## config.mk

```make
export PLATFORM = sky130hd
export DESIGN_NAME = hlt_link
export DESIGN_NICKNAME = d
export VERILOG_FILES = /design/src/inc/hlt_pkg.sv /design/src/hdl/hlt_scl_watch.sv /design/src/hdl/hlt_link.sv
export SDC_FILE = /design/constraint.sdc
export NUM_CORES = 1
export LEC_CHECK = 0
export ABC_AREA = 0
export ABC_CLOCK_PERIOD_IN_PS = 4100
export BUFFER_PORTS_ARGS = -buffer_cell sky130_fd_sc_hd__buf_2
export CORE_MARGIN = 2
export CORE_UTILIZATION = 44
export DETAILED_ROUTE_END_ITERATION = 10
export HOLD_SLACK_MARGIN = 0.02
export PLACE_DENSITY = 0.56
export REMOVE_ABC_BUFFERS = 1
export SLEW_MARGIN = 20
export SYNTH_ARGS = -nofsm -noshare
export SYNTH_HDL_FRONTEND = slang
export SYNTH_SLANG_ARGS = --single-unit
```

## constraint.sdc

```tcl
create_clock -name clk -period 4.1 [get_ports clk]
set_clock_uncertainty 0.05 [all_clocks]
set_input_delay 1.025 -clock clk [delete_from_list [all_inputs] [get_ports clk]]
set_output_delay 1.025 -clock clk [all_outputs]
set_load 0.03 [all_outputs]
```

## src/inc/hlt_pkg.sv

```systemverilog
// Timing constants and state type for the host link bit timing block
package hlt_pkg;

	// ****************************************************************
	// Clock and counter sizing
	// ****************************************************************
	localparam real HLT_CLK_MHZ = 20.0; // Core clock rate
	localparam int HLT_CNT_W = 26; // Wide enough for a two second count

	// ****************************************************************
	// Single-wire host side timing
	// ****************************************************************
	localparam real HLT_BREAK_US = 190.0; // Shortest break low time
	localparam int HLT_BREAK_CYC = int'($ceil(HLT_BREAK_US * HLT_CLK_MHZ));
	// Sample point sits between longest one and shortest zero
	localparam real HLT_SAMPLE_US = 68.0;
	localparam int HLT_SAMPLE_CYC = int'($ceil(HLT_SAMPLE_US * HLT_CLK_MHZ));

	// ****************************************************************
	// Single-wire device side timing
	// ****************************************************************
	localparam real HLT_DEV_ONE_US = 40.0; // Nominal one low time
	localparam real HLT_DEV_ONE_MIN_US = 32.0;
	localparam real HLT_DEV_ONE_MAX_US = 50.0;
	localparam real HLT_DEV_ZERO_US = 110.0; // Nominal zero low time
	localparam real HLT_DEV_ZERO_MIN_US = 80.0;
	localparam real HLT_DEV_ZERO_MAX_US = 145.0;
	localparam real HLT_DEV_SLOT_US = 205.0; // Nominal slot length
	localparam real HLT_DEV_SLOT_MIN_US = 190.0;
	localparam real HLT_DEV_SLOT_MAX_US = 250.0;
	localparam real HLT_REPLY_US = 190.0; // Least reply delay
	localparam int HLT_DEV_ONE_CYC = int'($ceil(HLT_DEV_ONE_US * HLT_CLK_MHZ));
	localparam int HLT_DEV_ONE_MIN_CYC =
		int'($ceil(HLT_DEV_ONE_MIN_US * HLT_CLK_MHZ));
	localparam int HLT_DEV_ONE_MAX_CYC =
		int'($floor(HLT_DEV_ONE_MAX_US * HLT_CLK_MHZ));
	localparam int HLT_DEV_ZERO_CYC =
		int'($ceil(HLT_DEV_ZERO_US * HLT_CLK_MHZ));
	localparam int HLT_DEV_ZERO_MIN_CYC =
		int'($ceil(HLT_DEV_ZERO_MIN_US * HLT_CLK_MHZ));
	localparam int HLT_DEV_ZERO_MAX_CYC =
		int'($floor(HLT_DEV_ZERO_MAX_US * HLT_CLK_MHZ));
	localparam int HLT_DEV_SLOT_CYC =
		int'($ceil(HLT_DEV_SLOT_US * HLT_CLK_MHZ));
	localparam int HLT_DEV_SLOT_MIN_CYC =
		int'($ceil(HLT_DEV_SLOT_MIN_US * HLT_CLK_MHZ));
	localparam int HLT_DEV_SLOT_MAX_CYC =
		int'($floor(HLT_DEV_SLOT_MAX_US * HLT_CLK_MHZ));
	localparam int HLT_REPLY_CYC = int'($ceil(HLT_REPLY_US * HLT_CLK_MHZ));

	// ****************************************************************
	// Stuck-low bus reset timeouts
	// ****************************************************************
	localparam real HLT_LINK_RST_S = 2.0; // Single-wire hold-low reset
	localparam real HLT_SCL_RST_S = 2.0; // Two-wire clock stuck low
	localparam int HLT_LINK_RST_CYC =
		int'($floor(HLT_LINK_RST_S * 1.0e6 * HLT_CLK_MHZ));
	localparam int HLT_SCL_RST_CYC =
		int'($floor(HLT_SCL_RST_S * 1.0e6 * HLT_CLK_MHZ));

	// ****************************************************************
	// Link state machine
	// ****************************************************************
	typedef enum logic [2:0]
	{
		ST_IDLE, // Line released, waiting
		ST_RX, // Host holds line low in a slot
		ST_DRIVE, // Device pulls line low
		ST_GAP, // Device released, slot still running
		ST_HOLD // After break or reset, wait for release
	} hlt_state_e;

endpackage : hlt_pkg

```

## src/hdl/hlt_scl_watch.sv

```systemverilog
// Two-wire clock stuck-low watchdog that resets the bus interface
`timescale 1ns/100ps

module hlt_scl_watch
	import hlt_pkg::*;
#(
	parameter int TIMEOUT_CYC = HLT_SCL_RST_CYC
)(
	input wire logic clk,
	input wire logic sys_rst,
	input wire logic ce,
	input wire logic scl_in,
	output logic bus_reset
);

	// ****************************************************************
	// Low-time counter
	// ****************************************************************
	localparam int CW = HLT_CNT_W;
	localparam logic [CW-1:0] C_TMO = CW'(TIMEOUT_CYC);

	logic [CW-1:0] cnt_r; // Cycles the clock line has been low
	logic [CW-1:0] cnt_nxt;
	logic bus_reset_r; // One-cycle reset pulse
	wire hit_w; // Timeout reached this cycle

	// Saturate so one long low gives a single pulse
	assign hit_w = !scl_in && (cnt_r == C_TMO - 1'b1);
	assign cnt_nxt = scl_in ? '0 : ((cnt_r == C_TMO) ? cnt_r : cnt_r + 1'b1);
	assign bus_reset = bus_reset_r;

	// Count low time, pulse on the timeout
	always_ff @(posedge clk)
	begin
		if (sys_rst)
		begin
			cnt_r <= '0;
			bus_reset_r <= 1'b0;
		end
		else if (ce)
		begin
			cnt_r <= cnt_nxt;
			bus_reset_r <= hit_w; // RL4
		end
	end
endmodule : hlt_scl_watch

```

## src/hdl/hlt_link.sv

```systemverilog
// Single-wire pulse-width link engine with two-wire stuck-clock watchdog
// Behaviour
// [RL1] Host standard clock: 100 kHz, 4.7/4.0 us
// [RL2] Host fast clock: 400 kHz, 1.3/0.6 us
// [RL3] Host bus free time before next start
// [RL4] Clock stuck low two seconds resets bus
// [RL5] Host break 190 us, recovery 40 us
// [RL6] Host one: low 0.5 to 50 us
// [RL7] Host zero: low 86 to 145 us
// [RL8] Host slot at least 190 us
// [RL9] Device one: low 32 to 50 us
// [RL10] Device zero: low 80 to 145 us
// [RL11] Device slot 190 to 250 us, 205 nominal
// [RL12] Reply waits at least 190 us idle
// [RL13] Host waits 210 us after reply
// [RL14] Line held low two seconds resets link
// [RL15] Decode host bit at fixed sample delay
// [RL16] Long low is break, aborts, rearms receive
`timescale 1ns/100ps

module hlt_link
	import hlt_pkg::*;
#(
	parameter int SLOT_CYC = HLT_DEV_SLOT_CYC,
	parameter int RST_CYC = HLT_LINK_RST_CYC,
	parameter int SCL_RST_CYC = HLT_SCL_RST_CYC
)(
	input wire logic clk,
	input wire logic sys_rst,
	input wire logic ce,
	input wire logic lw_in,
	output logic lw_out,
	output logic lw_oe,
	output logic rx_valid,
	output logic rx_bit,
	output logic rx_break,
	output logic link_reset,
	input wire logic tx_valid,
	input wire logic tx_bit,
	output logic tx_ready,
	output logic tx_busy,
	input wire logic scl_in,
	output logic i2c_bus_reset
);

	// ****************************************************************
	// Cycle counts at counter width
	// ****************************************************************
	localparam int CW = HLT_CNT_W;
	localparam logic [CW-1:0] C_BRK = CW'(HLT_BREAK_CYC);
	localparam logic [CW-1:0] C_SMP = CW'(HLT_SAMPLE_CYC);
	localparam logic [CW-1:0] C_ONE = CW'(HLT_DEV_ONE_CYC);
	localparam logic [CW-1:0] C_ZERO = CW'(HLT_DEV_ZERO_CYC);
	localparam logic [CW-1:0] C_SLOT = CW'(SLOT_CYC);
	localparam logic [CW-1:0] C_RPL = CW'(HLT_REPLY_CYC);
	localparam logic [CW-1:0] C_RST = CW'(RST_CYC);

	// ****************************************************************
	// State and counters
	// ****************************************************************
	hlt_state_e state_r; // Link state
	hlt_state_e state_nxt;
	logic [CW-1:0] low_cnt_r; // Length of the current host low
	logic [CW-1:0] low_cnt_nxt;
	logic [CW-1:0] slot_cnt_r; // Position inside a device slot
	logic [CW-1:0] slot_cnt_nxt;
	logic [CW-1:0] quiet_cnt_r; // Idle-high time, saturates at reply
	logic [CW-1:0] quiet_cnt_nxt;
	logic cur_bit_r; // Bit being sent
	logic rx_valid_r; // Received bit pulse
	logic rx_bit_r; // Received bit value
	logic rx_break_r; // Break pulse
	logic link_reset_r; // Hold-low reset pulse

	// ****************************************************************
	// Decode
	// ****************************************************************
	wire drive_w = (state_r == ST_DRIVE); // Device pulls line
	wire host_low_w = !lw_in && !drive_w; // Low not of our making
	wire brk_hit_w = host_low_w && (low_cnt_r == C_BRK - 1'b1);
	wire rst_hit_w = host_low_w && (low_cnt_r == C_RST - 1'b1);
	wire slot_done_w = (slot_cnt_r == C_SLOT - 1'b1);
	wire [CW-1:0] low_len_w = cur_bit_r ? C_ONE : C_ZERO;
	wire drive_end_w = (slot_cnt_r == low_len_w - 1'b1);
	wire quiet_ok_w = (quiet_cnt_r == C_RPL);
	wire rise_w = (state_r == ST_RX) && lw_in; // End of a host low
	// First bit only after the idle delay, later ones at slot end
	wire idle_ok_w = (state_r == ST_IDLE) && lw_in && quiet_ok_w; // RL12
	wire gap_ok_w = (state_r == ST_GAP) && lw_in && slot_done_w; // RL11
	wire tx_fire_w = tx_valid && tx_ready;

	assign tx_ready = ce && (idle_ok_w || gap_ok_w);
	assign tx_busy = (state_r == ST_DRIVE) || (state_r == ST_GAP);
	assign lw_out = 1'b0; // Open drain, only ever pulls low
	assign lw_oe = drive_w;
	assign rx_valid = rx_valid_r;
	assign rx_bit = rx_bit_r;
	assign rx_break = rx_break_r;
	assign link_reset = link_reset_r;

	// Host low length, saturating so a long hold pulses once
	assign low_cnt_nxt = !host_low_w ? '0 :
		((low_cnt_r == C_RST) ? low_cnt_r : low_cnt_r + 1'b1);
	// Slot position restarts with each accepted bit
	assign slot_cnt_nxt = tx_fire_w ? '0 :
		(tx_busy ? slot_cnt_r + 1'b1 : '0);
	// Leaving a reply lets further bits go without a fresh wait
	assign quiet_cnt_nxt = (state_r == ST_GAP) ? C_RPL :
		(!lw_in ? '0 : (quiet_ok_w ? quiet_cnt_r : quiet_cnt_r + 1'b1));

	// ****************************************************************
	// Next state
	// ****************************************************************
	always_comb
	begin
		state_nxt = state_r;
		unique case (state_r)
			ST_IDLE:
			begin
				if (tx_fire_w)
					state_nxt = ST_DRIVE; // Start reply bit
				else if (!lw_in)
					state_nxt = ST_RX; // Host falling edge
			end
			ST_RX:
			begin
				if (lw_in)
					state_nxt = ST_IDLE; // Bit ends on release
			end
			ST_DRIVE:
			begin
				if (drive_end_w)
					state_nxt = ST_GAP; // RL9 RL10
			end
			ST_GAP:
			begin
				if (tx_fire_w)
					state_nxt = ST_DRIVE; // Back-to-back reply bit
				else if (slot_done_w)
					state_nxt = ST_IDLE;
			end
			ST_HOLD:
			begin
				if (lw_in)
					state_nxt = ST_IDLE; // Rearmed after release
			end
		endcase
		// A long host low overrides any partial transfer
		if (brk_hit_w || rst_hit_w)
			state_nxt = ST_HOLD; // RL16
	end

	// ****************************************************************
	// Registers
	// ****************************************************************
	// Core state and counters
	always_ff @(posedge clk)
	begin
		if (sys_rst)
		begin
			state_r <= ST_IDLE;
			low_cnt_r <= '0;
			slot_cnt_r <= '0;
			quiet_cnt_r <= '0;
			cur_bit_r <= 1'b0;
		end
		else if (ce)
		begin
			state_r <= state_nxt;
			low_cnt_r <= low_cnt_nxt;
			slot_cnt_r <= slot_cnt_nxt;
			quiet_cnt_r <= quiet_cnt_nxt;
			if (tx_fire_w)
				cur_bit_r <= tx_bit;
		end
	end

	// Receive pulses; a rise after a break gives no bit
	always_ff @(posedge clk)
	begin
		if (sys_rst)
		begin
			rx_valid_r <= 1'b0;
			rx_bit_r <= 1'b0;
			rx_break_r <= 1'b0;
			link_reset_r <= 1'b0;
		end
		else if (ce)
		begin
			rx_valid_r <= rise_w;
			if (rise_w)
				rx_bit_r <= (low_cnt_r < C_SMP); // RL15
			rx_break_r <= brk_hit_w; // RL16
			link_reset_r <= rst_hit_w; // RL14
		end
	end

	// ****************************************************************
	// Two-wire watchdog
	// ****************************************************************
	hlt_scl_watch #(
		.TIMEOUT_CYC(SCL_RST_CYC)
	) u_scl_watch (
		.clk(clk),
		.sys_rst(sys_rst),
		.ce(ce),
		.scl_in(scl_in),
		.bus_reset(i2c_bus_reset)
	);

	// ****************************************************************
	// Checks
	// ****************************************************************
	logic [CW-1:0] oe_len_r; // Cycles the line has been driven
	logic [CW-1:0] slot_len_r; // Cycles since the last accepted bit

	// Helper counters seen only by the checks
	always_ff @(posedge clk)
	begin
		if (sys_rst)
		begin
			oe_len_r <= '0;
			slot_len_r <= '0;
		end
		else if (ce)
		begin
			oe_len_r <= lw_oe ? oe_len_r + 1'b1 : '0;
			slot_len_r <= tx_fire_w ? '0 : slot_len_r + 1'b1;
		end
	end
endmodule : hlt_link

```

==> key figures <==
Outcome
  • Run status: finished clean

Critical path
  • Data arrival time of the critical path: 2.42 ns
  • Endpoint class of the critical path: primary output
  • Slowest cell on the critical path: sky130_fd_sc_hd__or4_4
  • Cell class contributing the biggest share of worst-path delay: simple AND/OR/NAND/NOR gates
  • Critical path class: register to primary output
  • Required time of the worst setup path: 3.02 ns
  • Highest net fanout along the worst path: 6
  • CP Cell Sequence: or4b_1, or4_4, o32ai_4, and2_1, buf_2
  • CP max stage delay: between 0.5 and 0.6 ns
  • Worst Path Buf+Inv: 1
  • Launching element type of the critical path: register

GRT
  • Vias in the first global route: about 5000
  • Pin count of the biggest net entering global routing: 29
  • Wire length of the first global-routing pass: around 24 mm
  • Number of antenna violations at the first check in global routing: 0
  • Global routing usage summed across all routing layers: 0.205
  • Total congestion overflow after global routing: 0

Power and ir drop
  • Sequential share of power: 0.394
  • Power per standard cell area: around 430 nW/µm²
  • Static Leakage: roughly 0.0023 µW
  • Combinational cell fraction of total power: 0.052
  • Net Sw Frac: 0.214
  • Cell internal power dissipation: approximately 2200 µW
  • Sum of internal, switching and leakage power: 2860 µW
  • Share of total power in the clock network: 0.554
  • Maximum vdd ir drop: 291 µV
  • Net Switching: between 600 and 700 µW

Cells and area
  • Multi-input combinational cell area: about 3400 µm²
  • Net total in the final layout: roughly 800
  • Fraction of final layout cells with drive strength greater than 1: 0.0825
  • Number of diodes added for antenna fixing: 0
  • Count of filler cells inserted in the layout: around 1300
  • Area growth, synth to finish: 14.3%
  • Storage cell area: around 2300 µm²

Timing
  • RSZ-0062 raised after global routing: no
  • Headroom to the max-slew limit: 0.382
  • Post-route worst setup slack: between 0.6 and 0.7 ns
  • Fmax: 286 MHz
  • Final period demand of the worst path: between 3 and 4 ns
  • Total negative slack: 0 ns
  • Pin slew with the least headroom to its limit: just over 0.9 ns
  • Setup violators final: 0
  • Final count of hold timing violations: 0
  • Final worst-path cycle share: 0.854
  • Number of pins exceeding their max-slew limit in the final report: 0

Clock network
  • Clock buffers created by TritonCTS: 17
  • Skew-Pair Late Insertion Delay: between 0.4 and 0.5 ns
  • Clock tree from TritonCTS: built
  • Number of buffers inserted by post-CTS setup repair: 0
  • Count of clock tree sinks: roughly 110
  • Clock transition at path regs: 0.05 ns
  • Hold Buf Count CTS: 0
  • Maximum level of the CTS H-tree: 4
  • Post-cts resize count: 0
  • Root cell of the clock tree: sky130_fd_sc_hd__clkbuf_16
  • CTS max path bufs: 2

Hold path
  • Worst min-delay path class: register to register

Route
  • 1st-iter DRT viols: 362
  • Number of vias in the routed layout: around 5400
  • Wirelength per Cell: approximately 14 µm
  • Number of iterations in the first detailed-routing pass: 5
  • Final WL: roughly 14 mm
  • Vias per cell: ~5.6
  • Number of remaining DRC errors: 0
  • Number of nets with antenna violations after detailed routing: 0

Synth
  • Avg Inst Size Synth: ~7.8 µm²
  • Netlist area before placement: just under 6000 µm²
  • Unique masters post-synth: ~60
  • Synthesis Warnings: 0
  • Proportion of synthesized chip area in sequential cells: 0.385
  • Count of flip-flops with a built-in enable after synthesis: 0
  • Synthesized instance count: 750
  • Synth async-reset ratio: 0
  • #FFs+latches synth: 113
  • Commonest register cell after synthesis: sky130_fd_sc_hd__dfxtp_1

Floorplanning
  • Die Y: 119 µm
  • Total I/O pin count: 16
  • Initial core utilization: 0.447
  • Core ar.: ~13000 µm²
  • Die area: about 14000 µm²
  • Number of core rows: 42
  • Width of the chip: roughly 120 µm

Placement
  • Half-perimeter wire length after detailed placement: ~9.5 mm
  • I/O Buffers: 14
  • Post-Place Setup Slack: between 0.7 and 0.8 ns
  • Routability Congestion: 0.817

Flow run
  • Count of max-cap constraint violations: 0
cells in the mapped netlist (all sizes together), types with 7 or more instances:
library cell | n | area share
and3 | 16 | 0.017
xor2 | 28 | 0.042
nor4 | 19 | 0.022
buf | 10 | 0.015
inv | 20 | 0.013
a31oi | 8 | 0.0085
nand4 | 24 | 0.026
xnor2 | 28 | 0.042
nand2 | 92 | 0.059
clkbuf | 18 | 0.012
a21oi | 35 | 0.030
or3 | 10 | 0.011
dfxtp | 113 | 0.39
o21ai | 55 | 0.047
nand3b | 9 | 0.012
nand3 | 39 | 0.035
or4 | 8 | 0.011
and4 | 8 | 0.012
nor3 | 29 | 0.025
nor2 | 109 | 0.070
ha | 7 | 0.015
registers in the layout (all words and copies together) (netlist names):
name,flops
low_cnt_r,26
cur_bit_r,1
u_scl_watch.bus_reset,1
rx_valid,1
rx_break,1
state_r,3
rx_bit,1
u_scl_watch.cnt_r,26
quiet_cnt_r,26
link_reset,1
slot_cnt_r,26
logic make-up (layout without fill, tap and decap cells):
family	count (synthesis)	count (layout)	synth area share
XOR/XNOR	56	56	0.0836
adder cells (fa/ha/maj)	7	7	0.0149
buffers and inverters	48	74	0.0390
multiplexers	4	4	0.00703
AO/OA/AOI/OAI	124	124	0.125
flip-flops	113	113	0.385
AND/OR/NAND/NOR	397	397	0.344
other	1	1	0.000639
worst reg2reg max path, stage by stage (launching register included):
cell                      delay, ns
sky130_fd_sc_hd__dfxtp_1       0.35
sky130_fd_sc_hd__or4b_2        0.71
sky130_fd_sc_hd__nor4_2        0.36
sky130_fd_sc_hd__a31oi_1       0.34
sky130_fd_sc_hd__nand2_1       0.16
sky130_fd_sc_hd__nand2_1       0.50
sky130_fd_sc_hd__a21oi_1       0.31
final timing paths:
| path | from | endpoint | slack (ns) | cells after the start |
|---|---|---|---|---|
| worst max-delay path | quiet_cnt_r[13] | tx_ready | 0.60 | 5 |
| worst min-delay path | u_scl_watch.bus_reset | u_scl_watch.bus_reset | 0.40 | 2 |
| worst max register to register | u_scl_watch.cnt_r[19] | u_scl_watch.cnt_r[24] | 1.25 | 6 |
| worst min register to register | u_scl_watch.bus_reset | u_scl_watch.bus_reset | 0.40 | 2 |
per-layer routing:
layer  track usage  vias up  wire [µm]  share of wire
li1              -     2691          -              -
met1         0.261     2554       6510           0.47
met2         0.331      100       6480           0.47
met3        0.0504       23        506          0.037
met4        0.0860        0        287          0.021
met5             0        -          0              0
layout make-up:
cell class,instances,share of cell area
Clock buffer,27,0.0765
Inverter,20,0.0112
Timing Repair Buffer,23,0.0205
Sequential cell,113,0.337
Clock inverter,4,0.0179
Tap cell,176,0.0328
Multi-Input combinational cell,589,0.504
power groups by stage:
stage / Combinational (µW) / Clock, µW / Sequential (µW)
2_1_floorplan: 94.4 / 0 / 1150
6_report: 149 / 1590 / 1130
5_1_grt: 168 / 1660 / 1130
4_1_cts: 151 / 1620 / 1120
3_3_place_gp: 148 / 0 / 1150
3_5_place_dp: 150 / 0 / 1150
per-stage QoR:
| stage | cells | utilization | area (µm²) | hold slack [ns] |
|---|---|---|---|---|
| 2_1_floorplan | 722 | - | 5720 | 0.388 |
| 3_3_place_gp | 921 | 0.462 | 6070 | 0.403 |
| 3_5_place_dp | 921 | 0.462 | 6070 | 0.410 |
| 4_1_cts | 952 | 0.510 | 6710 | 0.418 |
| 5_1_grt | 952 | 0.510 | 6710 | 0.443 |
| 6_report | 952 | 0.510 | 6710 | 0.402 |
placed cells by master (no fill, tap or decap), types with 7 or more instances in the layout:
master                      synthesis  routed
sky130_fd_sc_hd__and4_1             8       8
sky130_fd_sc_hd__and3_1            16      16
sky130_fd_sc_hd__nand3_1           38      38
sky130_fd_sc_hd__a31oi_1            8       8
sky130_fd_sc_hd__nand4_1           24      24
sky130_fd_sc_hd__xnor2_1           28      28
sky130_fd_sc_hd__dfxtp_1          113     113
sky130_fd_sc_hd__o21ai_0           49      49
sky130_fd_sc_hd__or4_1              7       7
sky130_fd_sc_hd__or3_1             10      10
sky130_fd_sc_hd__buf_2              5      14
sky130_fd_sc_hd__buf_4              1       9
sky130_fd_sc_hd__inv_1             20      20
sky130_fd_sc_hd__a21oi_1           35      35
sky130_fd_sc_hd__nor3_1            29      29
sky130_fd_sc_hd__clkbuf_16          0      17
sky130_fd_sc_hd__xor2_1            28      28
sky130_fd_sc_hd__nand3b_1           9       9
sky130_fd_sc_hd__nand2_1           92      92
sky130_fd_sc_hd__ha_1               7       7
sky130_fd_sc_hd__nor4_1            17      17
sky130_fd_sc_hd__nor2_1           109     109
No activity file was read; power rests on OpenSTA's default activity.
